**config.mk**
```make
export PLATFORM = sky130hd
export DESIGN_NAME = tldp_lane_debug
export DESIGN_NICKNAME = d
export VERILOG_FILES = /design/src/tldp_pkg.sv /design/src/tldp_lane_debug.sv
export SDC_FILE = /design/constraint.sdc
export NUM_CORES = 1
export LEC_CHECK = 0
export ABC_AREA = 1
export BUFFER_PORTS_ARGS = -buffer_cell sky130_fd_sc_hd__buf_4
export CORE_MARGIN = 10
export CORE_UTILIZATION = 31
export CTS_BUF_LIST = sky130_fd_sc_hd__clkbuf_4 sky130_fd_sc_hd__clkbuf_8
export CTS_CLUSTER_DIAMETER = 40
export DETAILED_ROUTE_END_ITERATION = 8
export REMOVE_ABC_BUFFERS = 1
export SLEW_MARGIN = 0
export SYNTH_ARGS = -nofsm -noshare
export SYNTH_HDL_FRONTEND = slang
export SYNTH_SLANG_ARGS = --single-unit
export TNS_END_PERCENT = 100
```
**constraint.sdc**
```tcl
create_clock -name clk -period 1.67 [get_ports clk]
set_input_delay 0.334 -clock clk [delete_from_list [all_inputs] [get_ports clk]]
set_output_delay 0.334 -clock clk [all_outputs]
set_load 0.02 [all_outputs]
```
**src/tldp_pkg.sv**
```systemverilog
// package of constants and types for the transceiver lane debug port
`default_nettype none
package tldp_pkg;
    // register byte offsets
    localparam logic [7:0] TLDP_CTRL_OFF = 8'h00;
    localparam logic [7:0] TLDP_LATENCY_OFF = 8'h04;
    localparam logic [7:0] TLDP_EQSET_OFF = 8'h08;
    localparam logic [7:0] TLDP_STATUS_OFF = 8'h0c;
    localparam logic [7:0] TLDP_IRQ_STATUS_OFF = 8'h10;
    localparam logic [7:0] TLDP_IRQ_MASK_OFF = 8'h14;

    // field positions inside latency, equaliser setting, status and control words
    localparam int TLDP_LAT_MIN_LSB = 0;
    localparam int TLDP_LAT_MAX_LSB = 8;
    localparam int TLDP_EQ_GAIN_LSB = 0;
    localparam int TLDP_EQ_HF_LSB = 8;
    localparam int TLDP_EQ_LF_LSB = 16;
    localparam int TLDP_ST_BUF_LSB = 0;
    localparam int TLDP_ST_LOCK_LSB = 3;
    localparam int TLDP_ST_EYE_LSB = 4;
    localparam int TLDP_ST_MON_LSB = 8;
    localparam int TLDP_ST_ERRCNT_LSB = 16;
    localparam int TLDP_TRIGGER_BIT = 15;

    // reset values
    localparam logic [15:0] TLDP_CTRL_RST = 16'h0400;
    localparam logic [7:0] TLDP_LAT_MIN_RST = 8'h08;
    localparam logic [7:0] TLDP_LAT_MAX_RST = 8'h18;
    localparam logic [6:0] TLDP_EQ_GAIN_RST = 7'h10;
    localparam logic [6:0] TLDP_EQ_HF_RST = 7'h20;
    localparam logic [6:0] TLDP_EQ_LF_RST = 7'h20;
    localparam logic [6:0] TLDP_LOOP_RST = 7'h00;
    localparam logic [5:0] TLDP_IRQ_MASK_RST = 6'h00;

    // elastic buffer status codes
    localparam logic [2:0] TLDP_BUF_NOMINAL = 3'h0;
    localparam logic [2:0] TLDP_BUF_BELOW_MIN = 3'h1;
    localparam logic [2:0] TLDP_BUF_ABOVE_MAX = 3'h2;
    localparam logic [2:0] TLDP_BUF_UNDERFLOW = 3'h5;
    localparam logic [2:0] TLDP_BUF_OVERFLOW = 3'h6;

    // equaliser loop control codes (bit 0 set always overrides)
    localparam logic [1:0] TLDP_LOOP_ADAPT = 2'h0;
    localparam logic [1:0] TLDP_LOOP_FREEZE = 2'h2;

    // monitor select codes
    localparam logic [1:0] TLDP_MON_AGC = 2'h1;
    localparam logic [1:0] TLDP_MON_UT = 2'h2;
    localparam logic [1:0] TLDP_MON_VP = 2'h3;

    // interrupt status bit positions
    localparam int TLDP_IRQ_LOCK_GAIN = 0;
    localparam int TLDP_IRQ_LOCK_LOSS = 1;
    localparam int TLDP_IRQ_UNDERFLOW = 2;
    localparam int TLDP_IRQ_OVERFLOW = 3;
    localparam int TLDP_IRQ_EYE_ERR = 4;
    localparam int TLDP_IRQ_LATENCY = 5;

    typedef enum logic [2:0] {
        TLDP_EYE_IDLE = 3'b001,
        TLDP_EYE_ARMED = 3'b010,
        TLDP_EYE_COUNT = 3'b100
    } tldp_eye_state_t;

    // control word, bit 15 down to bit 0
    typedef struct packed {
        logic eyeTrigger;
        logic eqReset;
        logic eyeScanReset;
        logic bufReset;
        logic [1:0] monSel;
        logic [1:0] lfOvrd;
        logic [1:0] hfOvrd;
        logic [1:0] agcOvrd;
        logic [1:0] agcHold;
        logic lfHold;
        logic cdrHold;
    } tldp_ctrl_t;

    // adaptive loop values arriving from the receiver
    typedef struct packed {
        logic [6:0] agc;
        logic [6:0] hf;
        logic [6:0] lf;
        logic [6:0] boost;
        logic [6:0] cdr;
        logic [6:0] ut;
        logic [6:0] vp;
    } tldp_loops_t;
endpackage
`default_nettype wire

```
**src/tldp_lane_debug.sv**
```systemverilog
// lane debug port: buffer status, eye scan, equaliser controls and apb registers
//
// Behaviour
// RQ1 - buffer status shows 000 nominal, 101 underflow, 110 overflow
// RQ2 - buffer status shows 001 below minimum latency, 010 above maximum latency
// RQ3 - eye scan error pulses one cycle per unmasked error while armed or counting
// RQ4 - user resets reconfiguration port after 500 silent cycles on read-only access
// RQ5 - buffer reset high then low resets only the elastic buffer state
// RQ6 - pll lock output high once frequency in tolerance; outputs untrusted before
// RQ7 - eye scan reset starts on deassertion after assertion, not on assertion
// RQ8 - one eye scan trigger event per trigger assertion
// RQ9 - digital monitor bus top index is 7 or 14 by family
// RQ10 - clock recovery value frozen while cdr hold is set
// RQ11 - gain hold: 00 adapts, 10 freezes, x1 applies configured gain
// RQ12 - gain override enable uses same encoding as gain hold
// RQ13 - boost hold 1 keeps boost, 0 lets it adapt
// RQ14 - equaliser reset high then low starts equaliser reset sequence
// RQ15 - high frequency control: 00 adapt, 10 freeze, x1 configured value
// RQ16 - low frequency control: 00 adapt, 10 freeze, x1 configured value
// RQ17 - monitor select 01 gain, 10 ut, 11 vp; 00 reserved
// RQ18 - user synchronises async status and stretches its reset pulses; here status is used unsynchronised, bufResetStart is one cycle
//
// The register offsets and the APB interface to the registers were left to the implementer.
`default_nettype none
module tldp_lane_debug #(
    parameter int DMON_MSB = 7,
    parameter int FILL_W = 8
) (
    input wire logic clk,
    input wire logic rst,
    input wire logic ce,
    input wire logic psel,
    input wire logic penable,
    input wire logic pwrite,
    input wire logic [7:0] paddr,
    input wire logic [31:0] pwdata,
    output logic [31:0] prdata,
    output logic pready,
    output logic pslverr,
    input wire logic pllInTolerance,
    input wire logic [FILL_W-1:0] bufFill,
    input wire logic bufUnderflowIn,
    input wire logic bufOverflowIn,
    input wire logic eyeErrIn,
    input wire logic eyeErrMask,
    input wire logic eyeTriggerIn,
    input wire tldp_pkg::tldp_loops_t loopsIn,
    output logic pllLock,
    output logic [2:0] bufStatus,
    output logic eyeScanError,
    output logic [DMON_MSB:0] dmonitorOut,
    output logic [6:0] monitorOut,
    output tldp_pkg::tldp_loops_t loopsOut,
    output logic bufResetStart,
    output logic irq
);
    import tldp_pkg::*;

    // refused at elaboration: the monitor slice and the fill compare only serve these widths
    if (!(DMON_MSB == 7 || DMON_MSB == 14) || FILL_W < 1 || FILL_W > 8) begin : g_bad_params
        $error("DMON_MSB must be 7 or 14 and FILL_W 1 to 8");
    end

    tldp_ctrl_t ctrl, prevCtrl;
    logic [7:0] clockCorrectionMinLatency, clockCorrectionMaxLatency;
    logic [6:0] equaliserGainSetting, linearEqHighFreqSetting, linearEqLowFreqSetting;
    logic [5:0] irqStatus, irqMask;
    logic [15:0] errCount;
    logic ovfSticky, udfSticky, prevTrigIn;
    tldp_eye_state_t eyeState;

    logic setupPhase, wrAccess, mapped;
    logic [31:0] readMux;
    logic eqResetStart, eyeResetStart, next_bufResetStart, triggerEvent, eyeErrHit;
    logic ovfAny, udfAny;
    logic [2:0] next_bufStatus;
    logic [5:0] events;
    logic [14:0] dmonVec;

    // apb decode; registers answer with one wait-free access phase
    assign setupPhase = psel && !penable;
    assign wrAccess = psel && penable && pready && pwrite;
    assign mapped = (paddr == TLDP_CTRL_OFF) || (paddr == TLDP_LATENCY_OFF) ||
                    (paddr == TLDP_EQSET_OFF) || (paddr == TLDP_STATUS_OFF) ||
                    (paddr == TLDP_IRQ_STATUS_OFF) || (paddr == TLDP_IRQ_MASK_OFF);

    always_comb begin
        readMux = 32'h0;
        unique case (paddr)
            TLDP_CTRL_OFF: begin
                readMux[15:0] = ctrl;
                readMux[TLDP_TRIGGER_BIT] = 1'b0;
            end
            TLDP_LATENCY_OFF: begin
                readMux[TLDP_LAT_MIN_LSB +: 8] = clockCorrectionMinLatency;
                readMux[TLDP_LAT_MAX_LSB +: 8] = clockCorrectionMaxLatency;
            end
            TLDP_EQSET_OFF: begin
                readMux[TLDP_EQ_GAIN_LSB +: 7] = equaliserGainSetting;
                readMux[TLDP_EQ_HF_LSB +: 7] = linearEqHighFreqSetting;
                readMux[TLDP_EQ_LF_LSB +: 7] = linearEqLowFreqSetting;
            end
            TLDP_STATUS_OFF: begin
                readMux[TLDP_ST_BUF_LSB +: 3] = bufStatus;
                readMux[TLDP_ST_LOCK_LSB] = pllLock;
                readMux[TLDP_ST_EYE_LSB +: 3] = eyeState;
                readMux[TLDP_ST_MON_LSB +: 7] = monitorOut;
                readMux[TLDP_ST_ERRCNT_LSB +: 16] = errCount;
            end
            TLDP_IRQ_STATUS_OFF: readMux[5:0] = irqStatus;
            TLDP_IRQ_MASK_OFF: readMux[5:0] = irqMask;
            default: readMux = 32'h0;
        endcase
    end

    always_ff @(posedge clk) begin
        if (rst) begin
            pready <= 1'b0;
            prdata <= 32'h0;
            pslverr <= 1'b0;
        end else if (ce) begin
            pready <= setupPhase;
            prdata <= setupPhase ? readMux : 32'h0;
            pslverr <= setupPhase && !mapped;
        end
    end

    // software control and settings; the trigger bit is a write-one pulse
    always_ff @(posedge clk) begin
        if (rst) begin
            ctrl <= tldp_ctrl_t'(TLDP_CTRL_RST);
            clockCorrectionMinLatency <= TLDP_LAT_MIN_RST;
            clockCorrectionMaxLatency <= TLDP_LAT_MAX_RST;
            equaliserGainSetting <= TLDP_EQ_GAIN_RST;
            linearEqHighFreqSetting <= TLDP_EQ_HF_RST;
            linearEqLowFreqSetting <= TLDP_EQ_LF_RST;
            irqMask <= TLDP_IRQ_MASK_RST;
        end else if (ce) begin
            ctrl.eyeTrigger <= 1'b0;
            if (wrAccess) begin
                unique case (paddr)
                    TLDP_CTRL_OFF: ctrl <= tldp_ctrl_t'(pwdata[15:0]);
                    TLDP_LATENCY_OFF: begin
                        clockCorrectionMinLatency <= pwdata[TLDP_LAT_MIN_LSB +: 8];
                        clockCorrectionMaxLatency <= pwdata[TLDP_LAT_MAX_LSB +: 8];
                    end
                    TLDP_EQSET_OFF: begin
                        equaliserGainSetting <= pwdata[TLDP_EQ_GAIN_LSB +: 7];
                        linearEqHighFreqSetting <= pwdata[TLDP_EQ_HF_LSB +: 7];
                        linearEqLowFreqSetting <= pwdata[TLDP_EQ_LF_LSB +: 7];
                    end
                    TLDP_IRQ_MASK_OFF: irqMask <= pwdata[5:0];
                    default: ;
                endcase
            end
        end
    end

    // reset requests act on the falling edge of their control bit
    always_ff @(posedge clk) begin
        if (rst) begin
            prevCtrl <= tldp_ctrl_t'(TLDP_CTRL_RST);
            prevTrigIn <= 1'b0;
        end else if (ce) begin
            prevCtrl <= ctrl;
            prevTrigIn <= eyeTriggerIn;
        end
    end

    assign eqResetStart = ce && prevCtrl.eqReset && !ctrl.eqReset; // see RQ14
    assign eyeResetStart = ce && prevCtrl.eyeScanReset && !ctrl.eyeScanReset; // see RQ7
    assign next_bufResetStart = prevCtrl.bufReset && !ctrl.bufReset; // see RQ5
    // both the pin and the register bit give one event per assertion
    assign triggerEvent = (eyeTriggerIn && !prevTrigIn) || ctrl.eyeTrigger; // see RQ8

    always_ff @(posedge clk) begin
        if (rst) begin
            bufResetStart <= 1'b0;
        end else if (ce) begin
            bufResetStart <= next_bufResetStart;
        end
    end

    // pll lock follows the tolerance indication
    always_ff @(posedge clk) begin
        if (rst) begin
            pllLock <= 1'b0;
        end else if (ce) begin
            pllLock <= pllInTolerance; // see RQ6
        end
    end

    // elastic buffer: slips stay latched until a buffer reset or rst, nothing else clears them
    assign ovfAny = (ovfSticky || bufOverflowIn) && !next_bufResetStart;
    assign udfAny = (udfSticky || bufUnderflowIn) && !next_bufResetStart;

    always_ff @(posedge clk) begin
        if (rst) begin
            ovfSticky <= 1'b0;
            udfSticky <= 1'b0;
        end else if (ce && (pllLock || next_bufResetStart)) begin
            // a buffer reset must clear the slips even while unlocked
            ovfSticky <= ovfAny; // see RQ5
            udfSticky <= udfAny;
        end
    end

    // unlocked buffer data is meaningless, so report nominal until lock
    always_comb begin
        if (!pllLock) begin
            next_bufStatus = TLDP_BUF_NOMINAL; // see RQ6
        end else if (ovfAny) begin
            next_bufStatus = TLDP_BUF_OVERFLOW; // see RQ1
        end else if (udfAny) begin
            next_bufStatus = TLDP_BUF_UNDERFLOW; // see RQ1
        end else if (8'(bufFill) < clockCorrectionMinLatency) begin
            next_bufStatus = TLDP_BUF_BELOW_MIN; // see RQ2
        end else if (8'(bufFill) > clockCorrectionMaxLatency) begin
            next_bufStatus = TLDP_BUF_ABOVE_MAX; // see RQ2
        end else begin
            next_bufStatus = TLDP_BUF_NOMINAL;
        end
    end

    always_ff @(posedge clk) begin
        if (rst) begin
            bufStatus <= TLDP_BUF_NOMINAL;
        end else if (ce) begin
            bufStatus <= next_bufStatus;
        end
    end

    // eye scan: a reset arms it, triggers toggle between armed and counting
    always_ff @(posedge clk) begin
        if (rst) begin
            eyeState <= TLDP_EYE_IDLE;
        end else if (eyeResetStart) begin
            eyeState <= TLDP_EYE_ARMED; // see RQ7
        end else if (ce && triggerEvent) begin
            unique case (eyeState)
                TLDP_EYE_IDLE: eyeState <= TLDP_EYE_IDLE;
                TLDP_EYE_ARMED: eyeState <= TLDP_EYE_COUNT; // see RQ8
                TLDP_EYE_COUNT: eyeState <= TLDP_EYE_ARMED;
                default: eyeState <= TLDP_EYE_IDLE;
            endcase
        end
    end

    assign eyeErrHit = pllLock && eyeErrIn && !eyeErrMask &&
                       (eyeState == TLDP_EYE_ARMED || eyeState == TLDP_EYE_COUNT);

    always_ff @(posedge clk) begin
        if (rst) begin
            eyeScanError <= 1'b0;
            errCount <= 16'h0;
        end else if (ce) begin
            eyeScanError <= eyeErrHit; // see RQ3
            if (eyeResetStart) begin
                errCount <= 16'h0;
            end else if (eyeErrHit && eyeState == TLDP_EYE_COUNT && errCount != 16'hffff) begin
                errCount <= errCount + 16'h1;
            end
        end
    end

    // shared loop control: x1 applies the setting, 10 freezes, 00 adapts
    function automatic logic [6:0] loopSelect(input logic [1:0] mode, input logic [6:0] cur,
                                              input logic [6:0] adapt, input logic [6:0] cfg);
        logic [6:0] res;
        res = adapt;
        if (mode[0]) begin
            res = cfg;
        end else if (mode == TLDP_LOOP_FREEZE) begin
            res = cur;
        end
        return res;
    endfunction

    // equaliser and clock recovery loops; eq reset returns gains to start values
    // but leaves clock recovery alone, so one process owns the whole struct
    always_ff @(posedge clk) begin
        if (rst) begin
            loopsOut <= {TLDP_EQ_GAIN_RST, TLDP_EQ_HF_RST, TLDP_EQ_LF_RST, {4{TLDP_LOOP_RST}}};
        end else if (ce) begin
            if (eqResetStart) begin
                loopsOut.agc <= TLDP_EQ_GAIN_RST; // see RQ14
                loopsOut.hf <= TLDP_EQ_HF_RST;
                loopsOut.lf <= TLDP_EQ_LF_RST;
                loopsOut.boost <= TLDP_LOOP_RST;
                loopsOut.ut <= TLDP_LOOP_RST;
                loopsOut.vp <= TLDP_LOOP_RST;
            end else begin
                loopsOut.agc <= loopSelect(ctrl.agcHold | ctrl.agcOvrd, loopsOut.agc,
                                           loopsIn.agc, equaliserGainSetting); // see RQ11 RQ12
                loopsOut.hf <= loopSelect(ctrl.hfOvrd, loopsOut.hf,
                                          loopsIn.hf, linearEqHighFreqSetting); // see RQ15
                loopsOut.lf <= loopSelect(ctrl.lfOvrd, loopsOut.lf,
                                          loopsIn.lf, linearEqLowFreqSetting); // see RQ16
                loopsOut.boost <= ctrl.lfHold ? loopsOut.boost : loopsIn.boost; // see RQ13
                loopsOut.ut <= loopsIn.ut;
                loopsOut.vp <= loopsIn.vp;
            end
            if (!ctrl.cdrHold) begin
                loopsOut.cdr <= loopsIn.cdr; // see RQ10
            end
        end
    end

    // monitor routing; the reserved select drives zero
    always_ff @(posedge clk) begin
        if (rst) begin
            monitorOut <= 7'h0;
        end else if (ce) begin
            unique case (ctrl.monSel)
                TLDP_MON_AGC: monitorOut <= loopsOut.agc; // see RQ17
                TLDP_MON_UT: monitorOut <= loopsOut.ut;
                TLDP_MON_VP: monitorOut <= loopsOut.vp;
                default: monitorOut <= 7'h0;
            endcase
        end
    end

    // digital monitor: narrow family sees only the low slice
    assign dmonVec = {eyeState, bufStatus, pllLock, loopsOut.cdr, eyeScanError};

    always_ff @(posedge clk) begin
        if (rst) begin
            dmonitorOut <= '0;
        end else if (ce) begin
            dmonitorOut <= dmonVec[DMON_MSB:0]; // see RQ9
        end
    end

    // interrupt events; a set in the clearing cycle survives
    always_comb begin
        events = 6'h0;
        events[TLDP_IRQ_LOCK_GAIN] = pllInTolerance && !pllLock;
        events[TLDP_IRQ_LOCK_LOSS] = !pllInTolerance && pllLock;
        events[TLDP_IRQ_UNDERFLOW] = pllLock && bufUnderflowIn;
        events[TLDP_IRQ_OVERFLOW] = pllLock && bufOverflowIn;
        events[TLDP_IRQ_EYE_ERR] = eyeErrHit;
        events[TLDP_IRQ_LATENCY] = next_bufStatus == TLDP_BUF_BELOW_MIN ||
                                   next_bufStatus == TLDP_BUF_ABOVE_MAX;
    end

    always_ff @(posedge clk) begin
        if (rst) begin
            irqStatus <= 6'h0;
        end else if (ce) begin
            if (wrAccess && paddr == TLDP_IRQ_STATUS_OFF) begin
                irqStatus <= (irqStatus & ~pwdata[5:0]) | events;
            end else begin
                irqStatus <= irqStatus | events;
            end
        end
    end

    always_ff @(posedge clk) begin
        if (rst) begin
            irq <= 1'b0;
        end else if (ce) begin
            irq <= |(irqStatus & irqMask);
        end
    end
endmodule
`default_nettype wire

```
# [After elaboration in Yosys (flattened, before gate mapping)]
# Cells that the tools add are included.
# W data, S select, Z words.
[word_totals] inputBits=109 wordCells=166 ff_bits=195 out_inout_bits=105
[classes] order_cmp=2 eq_ne=20 n_addsub=1 bitwise=7 muxes=31 n_reduce_logical=61
[ops] op="$mux W16" count=4
[ops] op="$mux W7" count=7
[ops] op="$pmux W6 S6" count=1
[ops] op="$mux W32" count=1
[ops] op="$mux W28" count=1
[ops] op="$pmux W7 S4" count=1
[ops] op="$logic_and A1 B1 Y1" count=25
[ops] op="$pmux W7 S3" count=1
[ops] op="$add A16 B1 Y16 const B" count=1
[ops] op="$eq A8 B4 Y1 const B" count=2
[ops] op="$eq A8 B5 Y1 const B" count=2
[ops] op="$ne A16 B16 Y1 const B" count=1
[ops] op="$mux W14" count=1
[ops] op="$pmux W7 S2" count=1
[ops] op="$and A6 B6 Y6" count=2
[ops] op="$or A6 B6 Y6" count=2
[ops] op="$reduce_and A2 Y1" count=6
[ops] op="$reduce_and A3 Y1" count=4
[ops] op="$logic_or A1 B1 Y1" count=11
[ops] op="$eq A2 B2 Y1 const B" count=5
[ops] op="$logic_not A1 Y1" count=10
[ops] op="$mux W3" count=3
[ops] op="$mux W9" count=1
[ops] op="$ne A3 B3 Y1 const B" count=3
[ops] op="21 further kinds" count=26

# [Longest topological paths before layout]
# Gate-level depths: netlist of the first run.
[depth] word_depth=11 depth_mapped=13 ltp_nobuf=13

# [Least setup slack after synthesis of the first run]
# OpenSTA, ideal clock, no wires.
[synth_timing] kind="reg2reg" start="register pready" end="register clockCorrectionMinLatency[0]" required_ps=1550 arrival_time_ps=1508 setup_ps=120 setup_slack_ps=43 period_less_slack_ps=1627 path_buffers=3 stages_incl_launch_ff=9 cell_sequence="dfxtp_1 nand4_1 nor2_2 inv_1 buf_2 nor2_1 buf_2 buf_2 a21oi_1"
[synth_via] elab_chain_cells=3
[synth_lines] item="start: declaration" line_no="tldp_lane_debug.sv:38" text="output logic pready,"
[synth_lines] item="start signal: assignment" line_no="tldp_lane_debug.sv:122" text="pready <= setupPhase;"
[synth_lines] item="$logic_and A1 B1 Y1 (2 in a row)" line_no="tldp_lane_debug.sv:82" text="assign wrAccess = psel && penable && pready && pwrite;"
[synth_lines] item="$reduce_and A3 Y1 (no line)"
[synth_lines] item="end signal: assignment" line_no="tldp_lane_debug.sv:144" text="clockCorrectionMinLatency <= pwdata[TLDP_LAT_MIN_LSB +: 8];"
[synth_lines] item="end: declaration" line_no="tldp_lane_debug.sv:65" text="logic [7:0] clockCorrectionMinLatency, clockCorrectionMaxLatency;"
# No other way between the ends.
# A chain may end at the register's enable or synchronous reset.

# [Worst setup path in the final report of the first run]
[layout_timing] start="register prevCtrl[12] (netlist bit)" end="register irqStatus[5]"
[layout_via] elab_chain_cells=10 word_cells_on_any_way=13 classes_between="eq/ne: 2; mux: 4; bitwise: 2; reduce/logical: 5"
[layout_lines] item="start: declaration" line_no="tldp_lane_debug.sv:64" text="tldp_ctrl_t ctrl, prevCtrl;"
[layout_lines] item="start signal: assignment" line_no="tldp_lane_debug.sv:162" text="prevCtrl <= tldp_ctrl_t'(TLDP_CTRL_RST);"
[layout_lines] item="start signal: assignment" line_no="tldp_lane_debug.sv:165" text="prevCtrl <= ctrl;"
[layout_lines] item="$logic_and A1 B1 Y1 (*)" line_no="tldp_lane_debug.sv:172" text="assign next_bufResetStart = prevCtrl.bufReset && !ctrl.bufReset;"
[layout_lines] item="$logic_not A1 Y1 (*)" line_no="tldp_lane_debug.sv:194, tldp_lane_debug.sv:195"
[layout_lines] item="$logic_and A1 B1 Y1" line_no="tldp_lane_debug.sv:195" text="assign udfAny = (udfSticky || bufUnderflowIn) && !next_bufResetStart;"
[layout_lines] item="$mux W3" line_no="tldp_lane_debug.sv:214" text="end else if (udfAny) begin"
[layout_lines] item="$mux W3 (*)" line_no="tldp_lane_debug.sv:212" text="end else if (ovfAny) begin"
[layout_lines] item="$mux W3 (*)" line_no="tldp_lane_debug.sv:210" text="if (!pllLock) begin"
[layout_lines] item="$eq A3 B1 Y1 or $eq A3 B2 Y1 (tied branches)" line_no="tldp_lane_debug.sv:342, tldp_lane_debug.sv:343"
[layout_lines] item="$logic_or A1 B1 Y1 (*)" line_no="tldp_lane_debug.sv:342" text="events[TLDP_IRQ_LATENCY] = next_bufStatus == TLDP_BUF_BELOW_MIN ||"
[layout_lines] item="$or A6 B6 Y6, on equally long branches" line_no="tldp_lane_debug.sv:353, tldp_lane_debug.sv:351"
[layout_lines] item="$mux W6 (*)" line_no="tldp_lane_debug.sv:350" text="if (wrAccess && paddr == TLDP_IRQ_STATUS_OFF) begin"
[layout_lines] item="end signal: assignment" line_no="tldp_lane_debug.sv:351" text="irqStatus <= (irqStatus & ~pwdata[5:0]) | events;"
[layout_lines] item="end signal: assignment" line_no="tldp_lane_debug.sv:353" text="irqStatus <= irqStatus | events;"
[layout_lines] item="end: declaration" line_no="tldp_lane_debug.sv:67" text="logic [5:0] irqStatus, irqMask;"
# Mark *: on every way between the ends. The rest lies on a longest branch, timed or not.

==> reports/qor.txt, run 1 <==
Outcome = completed
Top cells by count, synth = nand2_1 (219), dfxtp_1 (195), a21oi_1 (120), inv_1 (104), nor2_1 (95)
Most numerous cell in the Yosys netlist = nand2_1
Layout cells sized above 1 = 0.3161
Worst Skew = 0.01758 ns
Critical R2R Capture = irqStatus[5]
N_diodes = 0
Die area = 0.03515 sq mm
Largest net degree at the start of global routing = 64
Clock Tree Buf Depth = 2
Area occupied by registers = 0.003920 sq mm
Initial core utilization = 0.3139
Synth Cell Area = 0.008696 sq mm
Area contributors post-synth = dfxtp_1 (45%), nand2_1 (9.5%), a21oi_1 (6.9%)
First-pass DRT Iterations = 5
DRC viols = 0
CTS root buffer = clkbuf_8
Vias in the first global route = 8,547
CTS Buf Count = 17
RR Startpoint = prevCtrl[12]
Synth warn = 0
Avg WL per Cell = 17.12 um
Mapped Cells = 1,145
Final wirelength = 30,950 um
Synth async-reset ratio = 0
Worst-skew pair later-pin latency = 0.47 ns
Int Power = 6.591 mW
Hold WC Path Type = in2reg
Register area share after synthesis = 0.4489
Multi-input logic area = 0.004178 sq mm
Buffers on Ports = 204
Worst hold stages = 3
Final-report max-slew violation count = 0
Ys flop type = dfxtp_1
Clk pin slew, worst setup/hold paths = 0.11 ns
RSZ-0062 raised after global routing = yes
Hold Violations, Final = 0
Maximum vdd ir drop = 0.4058 mV
Overall fraction of global-route tracks in use = 0.1701
CTS HTree Levels = 4
Cell variety after synth = 42
Post-route antenna net violation count = 0
Max Fclk = 0.6321 GHz
Hold Crit Start = loopsIn[15]
Fill cells = 2,883
Switch share = 0.2724
Number of core rows = 61
Synth Register Bits = 195
EDFF count, synth = 0
Synth Area per Inst = 7.595 sq um
Nets = 1,542
# Max-Cap Violations = 0
Leading area contributor after synthesis = dfxtp_1
Logic pwr share = 0.126
Grt ovf = 0
Setup violators final = 0
CP Capture Type = flop
NetSw = 2.468 mW
Worst R2R Setup Slack = 0.09 ns
Post-Route Utilization = 0.4253
Worst Tran Pin Value = 0.4777 ns
RePlAce Congestion = 0.9059
Min Clock Period, post-route = 1.582 ns
I/O pin count = 214
Vias per Instance = 4.777
Clock share of power = 0.338
CP startpoint kind = flop
Die Y = 187.5 um
Core area = 0.02771 sq mm
Critical path peak fanout = 5
Min-Delay Endpoint = loopsOut[15]
Cell area power density = 768.9 mW/mm^2
CTS Sinks = 195
Leakage power = 5.045 nW
Sequential share of power = 0.536
Yosys top cell area share = 0.4489
DP Worst Slack = -0.1177 ns
Vias = 8,637
Final Cycle Share = 0.9474
Worst slew margin = 0.6804
CTS tree = built
FF-to-FF path depth = 9
Final worst slack = 0.08786 ns
Crit path DAT = 1.98 ns
Critical path type = reg2reg
Die Wd = 187.5 um
Req. time, crit path = 2.07 ns
Initial antenna violation count = 0
Area delta synth->final = 35.50%
Hpwl dp = 24,120 um
Initial DRC Count = 570
First-pass GRT wire length = 47,710 um
logic make-up (layout without fill, tap and decap cells):
kind of cell,after synthesis,after routing,synth area share
buf+inv,170,455,0.07899
simple gates,424,424,0.2144
mux,16,16,0.01943
compound gates,322,322,0.2132
xor+xnor,2,2,0.002015
fa+ha+maj,16,16,0.02302
flops,195,195,0.4489
through the flow:
step / area, sq um / instances / TNS, ns / hold WS [ns] / total power [mW]
5_1_grt: 11780 / 1808 / -0.1245 / 0.05513 / 9.452
4_1_cts: 11630 / 1802 / 0 / 0.04988 / 9.153
6_report: 11780 / 1808 / 0 / 0.08018 / 9.060
3_3_place_gp: 11240 / 1770 / -1.570 / 0.4440 / 6.086
2_1_floorplan: 8441 / 1090 / -40.91 / 0.3964 / 5.424
3_5_place_dp: 11240 / 1770 / -2.371 / 0.4490 / 6.097
repair_timing:
item,in CTS,in global routing
gates resized for setup,2,34
hold buffers,0,0
gates cloned,0,0
setup buffers,0,6
pin swaps,0,7
setup endpoints to repair,2,18
layout make-up:
class / count / share of cell area
multi-input combinational: 780 / 0.3546
sequential: 195 / 0.3327
timing repair buffer: 308 / 0.2029
tap: 378 / 0.04014
inverter: 115 / 0.03685
clock buffer: 22 / 0.02411
clock inverter: 10 / 0.008708
flip-flops by register name (all words and copies together), names as in the netlist, 3 cells and up:
name,flops
bufStatus,3
clockCorrectionMaxLatency,8
clockCorrectionMinLatency,8
ctrl,16
dmonitorOut,8
equaliserGainSetting,7
errCount,16
eyeState,3
irqMask,6
irqStatus,6
linearEqHighFreqSetting,7
linearEqLowFreqSetting,7
loopsOut,49
monitorOut,7
prdata,32
prevCtrl,3
power by group through the flow:
| stage | logic, mW | clock network (mW) | registers, mW |
|---|---|---|---|
| floorplan | 0.354 | 0 | 5.07 |
| global placement | 1.13 | 0 | 4.96 |
| detailed placement | 1.13 | 0 | 4.96 |
| CTS | 1.14 | 3.16 | 4.86 |
| global route | 1.25 | 3.33 | 4.87 |
| finish | 1.14 | 3.06 | 4.86 |
how the worst max path moves through the flow:
stage | from | end | slack, ns | depth (start not counted)
5_1_grt | errCount[6] | errCount[7] | -0.05 | 11
2_1_floorplan | ce | clockCorrectionMaxLatency[7] | -0.77 | 7
3_3_place_gp | eyeErrMask | errCount[15] | -0.08 | 10
3_5_place_dp | paddr[1] | clockCorrectionMinLatency[4] | -0.12 | 10
4_1_cts | clockCorrectionMinLatency[6] | bufStatus[1] | 0.03 | 9
6_report | prevCtrl[12] | irqStatus[5] | 0.09 | 9
cell usage in the layout (no fill, tap or decap), types with 9 or more instances in the layout:
master | synthesis | final
mux2i_1 | 9 | 9
ha_1 | 16 | 14
o31ai_1 | 10 | 10
nand2_1 | 219 | 217
a22oi_1 | 9 | 9
o21ai_1 | 24 | 26
clkbuf_8 | 0 | 19
inv_1 | 104 | 99
o211ai_1 | 11 | 11
a21oi_1 | 120 | 119
o21ai_0 | 92 | 89
nor3_1 | 14 | 13
dfxtp_1 | 195 | 182
nand2_2 | 15 | 17
o22ai_1 | 10 | 10
inv_2 | 11 | 15
dfxtp_2 | 0 | 13
nor2_1 | 95 | 92
nor2_2 | 9 | 11
nand3_1 | 46 | 45
buf_4 | 4 | 301
a21oi_2 | 20 | 21
worst max-delay path: stages, from the launching register on:
cell and delay [ns]:
dfxtp_1 0.32, inv_1 0.04, nor2_1 0.24, inv_1 0.10
buf_4 0.15, o21ai_1 0.20, nand2_1 0.09, a21oi_1 0.19
nand2_1 0.08, a21oi_1 0.11
per-layer routing:
layer | track usage | routed length, um
met1 | 0.2217 | 14220
met2 | 0.2659 | 13940
met3 | 0.04978 | 2290
met4 | 0.05077 | 500
met5 | 0 | 0
Power figures use the tool's default switching activity.
==> inputs of run 2 (changes only) <==
- CELL_PAD_IN_SITES_DETAIL_PLACEMENT: unset -> 0
- CELL_PAD_IN_SITES_GLOBAL_PLACEMENT: unset -> 2
- CORE_UTILIZATION: 31 -> 28
- PLACE_DENSITY_LB_ADDON: unset -> 0.1
==> run 2 against run 1 <==
  * Die area up 9.5%
  * Critical path depth up 1
  * Via count down 1.8%
  * Clock skew up 0.0096 ns
  * Sequential cell count unchanged
  * First-iteration DRC count down 26%
  * Combinational power up 5%
  * Routed wire length up 9.5%
  * Final area up 2.8%
  * Clock power up 6%
  * Critical endpoint is now bufStatus[1]
==> reports/qor.txt, run 2 (same netlist as run 1, synthesis figures left out) <==
# Max-Cap Violations = 0 (unchanged)
Crit path DAT = 2.02 ns (+0.04 ns)
Most frequent cells in the layout = buf_4 (310), nand2_1 (215), dfxtp_1 (179)
Maximum vdd ir drop = 0.4398 mV (+8.4%)
Min Clock Period, post-route = 1.621 ns (+0.03872 ns)
Largest register FFs = 49 (unchanged)
Leakage power = 5.179 nW (+2.7%)
Die area = 0.03851 sq mm (+9.5%)
Initial core utilization = 0.2843 (-0.02959)
Largest net degree at the start of global routing = 51 (-20%)
Worst Skew = 0.02720 ns (+0.009621 ns)
Max Fclk = 0.6170 GHz (-2.4%)
Initial DRC Count = 424 (-26%)
CTS Sinks = 195 (unchanged)
Outcome = completed
RR Startpoint = clockCorrectionMinLatency[7]
Worst Tran Pin Value = 0.5765 ns (+0.09878 ns)
Worst hold stages = 3 (unchanged)
DRC viols = 0 (unchanged)
Worst R2R Setup Slack = 0.05 ns (-0.04 ns)
Worst-skew pair later-pin latency = 0.48 ns (about the same)
Hold buffer count at cts = 0 (unchanged)
Grt ovf = 0 (unchanged)
Overall fraction of global-route tracks in use = 0.1718 (+0.001667)
Reg with most FFs = loopsOut
Buffers on Ports = 204 (unchanged)
Die Wd = 196.2 um (+4.7%)
I/O pin count = 214 (unchanged)
Avg WL per Cell = 18.39 um (+7.4%)
Area occupied by registers = 0.003924 sq mm (about the same)
CTS root buffer = clkbuf_8
Cell area power density = 766.8 mW/mm^2 (-0.27%)
Final-report max-slew violation count = 0 (unchanged)
Vias = 8,480 (-1.8%)
Clock Tree Buf Depth = 2 (unchanged)
Tot Pwr = 9.291 mW (+2.6%)
Final wirelength = 33,890 um (+9.5%)
Hold Violations, Final = 0 (unchanged)
Critical R2R Capture = bufStatus[1]
Req. time, crit path = 2.07 ns (about the same)
Hold WC Path Type = in2reg
First-pass GRT wire length = 52,080 um (+9.2%)
Hold Crit Start = loopsIn[15]
Setup violators final = 0 (unchanged)
Number of core rows = 64 (+4.9%)
Nets = 1,558 (+1.0%)
CTS tree = built
Critical path peak fanout = 2 (-3)
CP Capture Type = flop
Worst slew margin = 0.6116 (-0.06874)
Die Y = 196.2 um (+4.7%)
Hpwl dp = 26,290 um (+9.0%)
Layout cells sized above 1 = 0.3347 (+0.01863)
CTS Buf Count = 17 (unchanged)
Biggest regs = loopsOut x49, prdata x32
Initial antenna violation count = 0 (unchanged)
FF-to-FF path depth = 10 (+1)
Vias per Instance = 4.601 (-3.7%)
Most common cell after layout, fill and taps aside = buf_4
Final Cycle Share = 0.9706 (+0.02318)
Multi-input logic area = 0.004257 sq mm (+1.9%)
CTS HTree Levels = 4 (unchanged)
Clk pin slew, worst setup/hold paths = 0.13 ns (+0.02 ns)
Post-route antenna net violation count = 0 (unchanged)
Min-Delay Endpoint = loopsOut[15]
CP startpoint kind = flop
First-pass DRT Iterations = 5 (unchanged)
Fill cells = 3,295 (+14%)
Core area = 0.03059 sq mm (+10%)
Critical path type = reg2reg
RSZ-0062 raised after global routing = yes
Hold Slack = 0.07001 ns (-0.01017 ns)
Setup TNS = 0 ns (unchanged)
Vias in the first global route = 8,627 (+0.94%)
RePlAce Congestion = 0.7998 (-12%)
Area delta synth->final = 39.34%
-- run 2: changes by cell type in the layout (fill, tap and decap cells not counted), moves of 3 or more --
cell,change
buf_4,+9
buf_12,+7
ha_1,-6
inv_2,+6
ha_4,+5
inv_1,-5
inv_6,+5
clkinv_8,+3
clkinvlp_4,-3
dfxtp_1,-3
dfxtp_2,+3
-- run 2: power by group --
part	total (mW)	internal, mW	switching, mW
logic	1.20	0.527	0.669
clock network	3.24	1.28	1.96
registers	4.85	4.77	0.0867
-- run 2: worst max path at each step --
| stage | start | endpoint | slack [ns] | depth (start not counted) |
|---|---|---|---|---|
| 6_report | clockCorrectionMinLatency[7] | bufStatus[1] | 0.05 | 10 |
| 3_3_place_gp | ce | loopsOut[20] | -0.13 | 7 |
| 3_5_place_dp | ce | loopsOut[20] | -0.16 | 7 |
| 2_1_floorplan | ce | clockCorrectionMaxLatency[7] | -0.77 | 7 |
| 4_1_cts | clockCorrectionMaxLatency[1] | irqStatus[5] | -0.002 | 10 |
| 5_1_grt | clockCorrectionMinLatency[1] | bufStatus[1] | -0.04 | 13 |
-- run 2: cell type report --
type | instances | area share
Antenna cell | 1 | 0.0002065
Clock buffer | 18 | 0.01993
Clock inverter | 14 | 0.01373
Inverter | 115 | 0.03563
Multi-Input combinational cell | 780 | 0.3513
Sequential cell | 195 | 0.3238
Tap cell | 396 | 0.04089
Timing Repair Buffer | 324 | 0.2145
-- run 2: metrics by stage --
stage | worst slack, ns | utilization | area, sq um | cells
final | 0.04914 | 0.3961 | 12120 | 1843
after global routing | -0.04341 | 0.3960 | 12110 | 1842
after CTS | -0.002159 | 0.3895 | 11910 | 1837
after detailed placement | -0.1576 | 0.3757 | 11490 | 1805
after global placement | -0.1312 | 0.3757 | 11490 | 1805
after floorplan | -0.7671 | - | 8441 | 1090
-- run 2: what timing repair did --
item,4_1_cts,5_1_grt
setup buffers,0,5
hold endpoints to repair,0,0
pin swaps,1,16
endpoints found under the setup margin,2,22
resized for setup,7,46
-- run 2: critical path: stages (launching register included) --
cell and delay [ns]:
dfxtp_2 0.33, inv_1 0.06, ha_4 0.27, nand2_2 0.06, o21a_1 0.20, a21oi_2 0.15
buf_4 0.14, inv_2 0.04, o21ai_2 0.12, nand2_1 0.06, a21oi_1 0.13
-- run 2: layer usage --
metal	share of wire	track usage	vias up	wire (um)
li1	-	-	4400	-
met1	0.49	0.2368	3891	16550
met2	0.45	0.2645	176	15340
met3	0.051	0.04160	13	1713
met4	0.0084	0.03790	0	284
met5	0	0	-	0
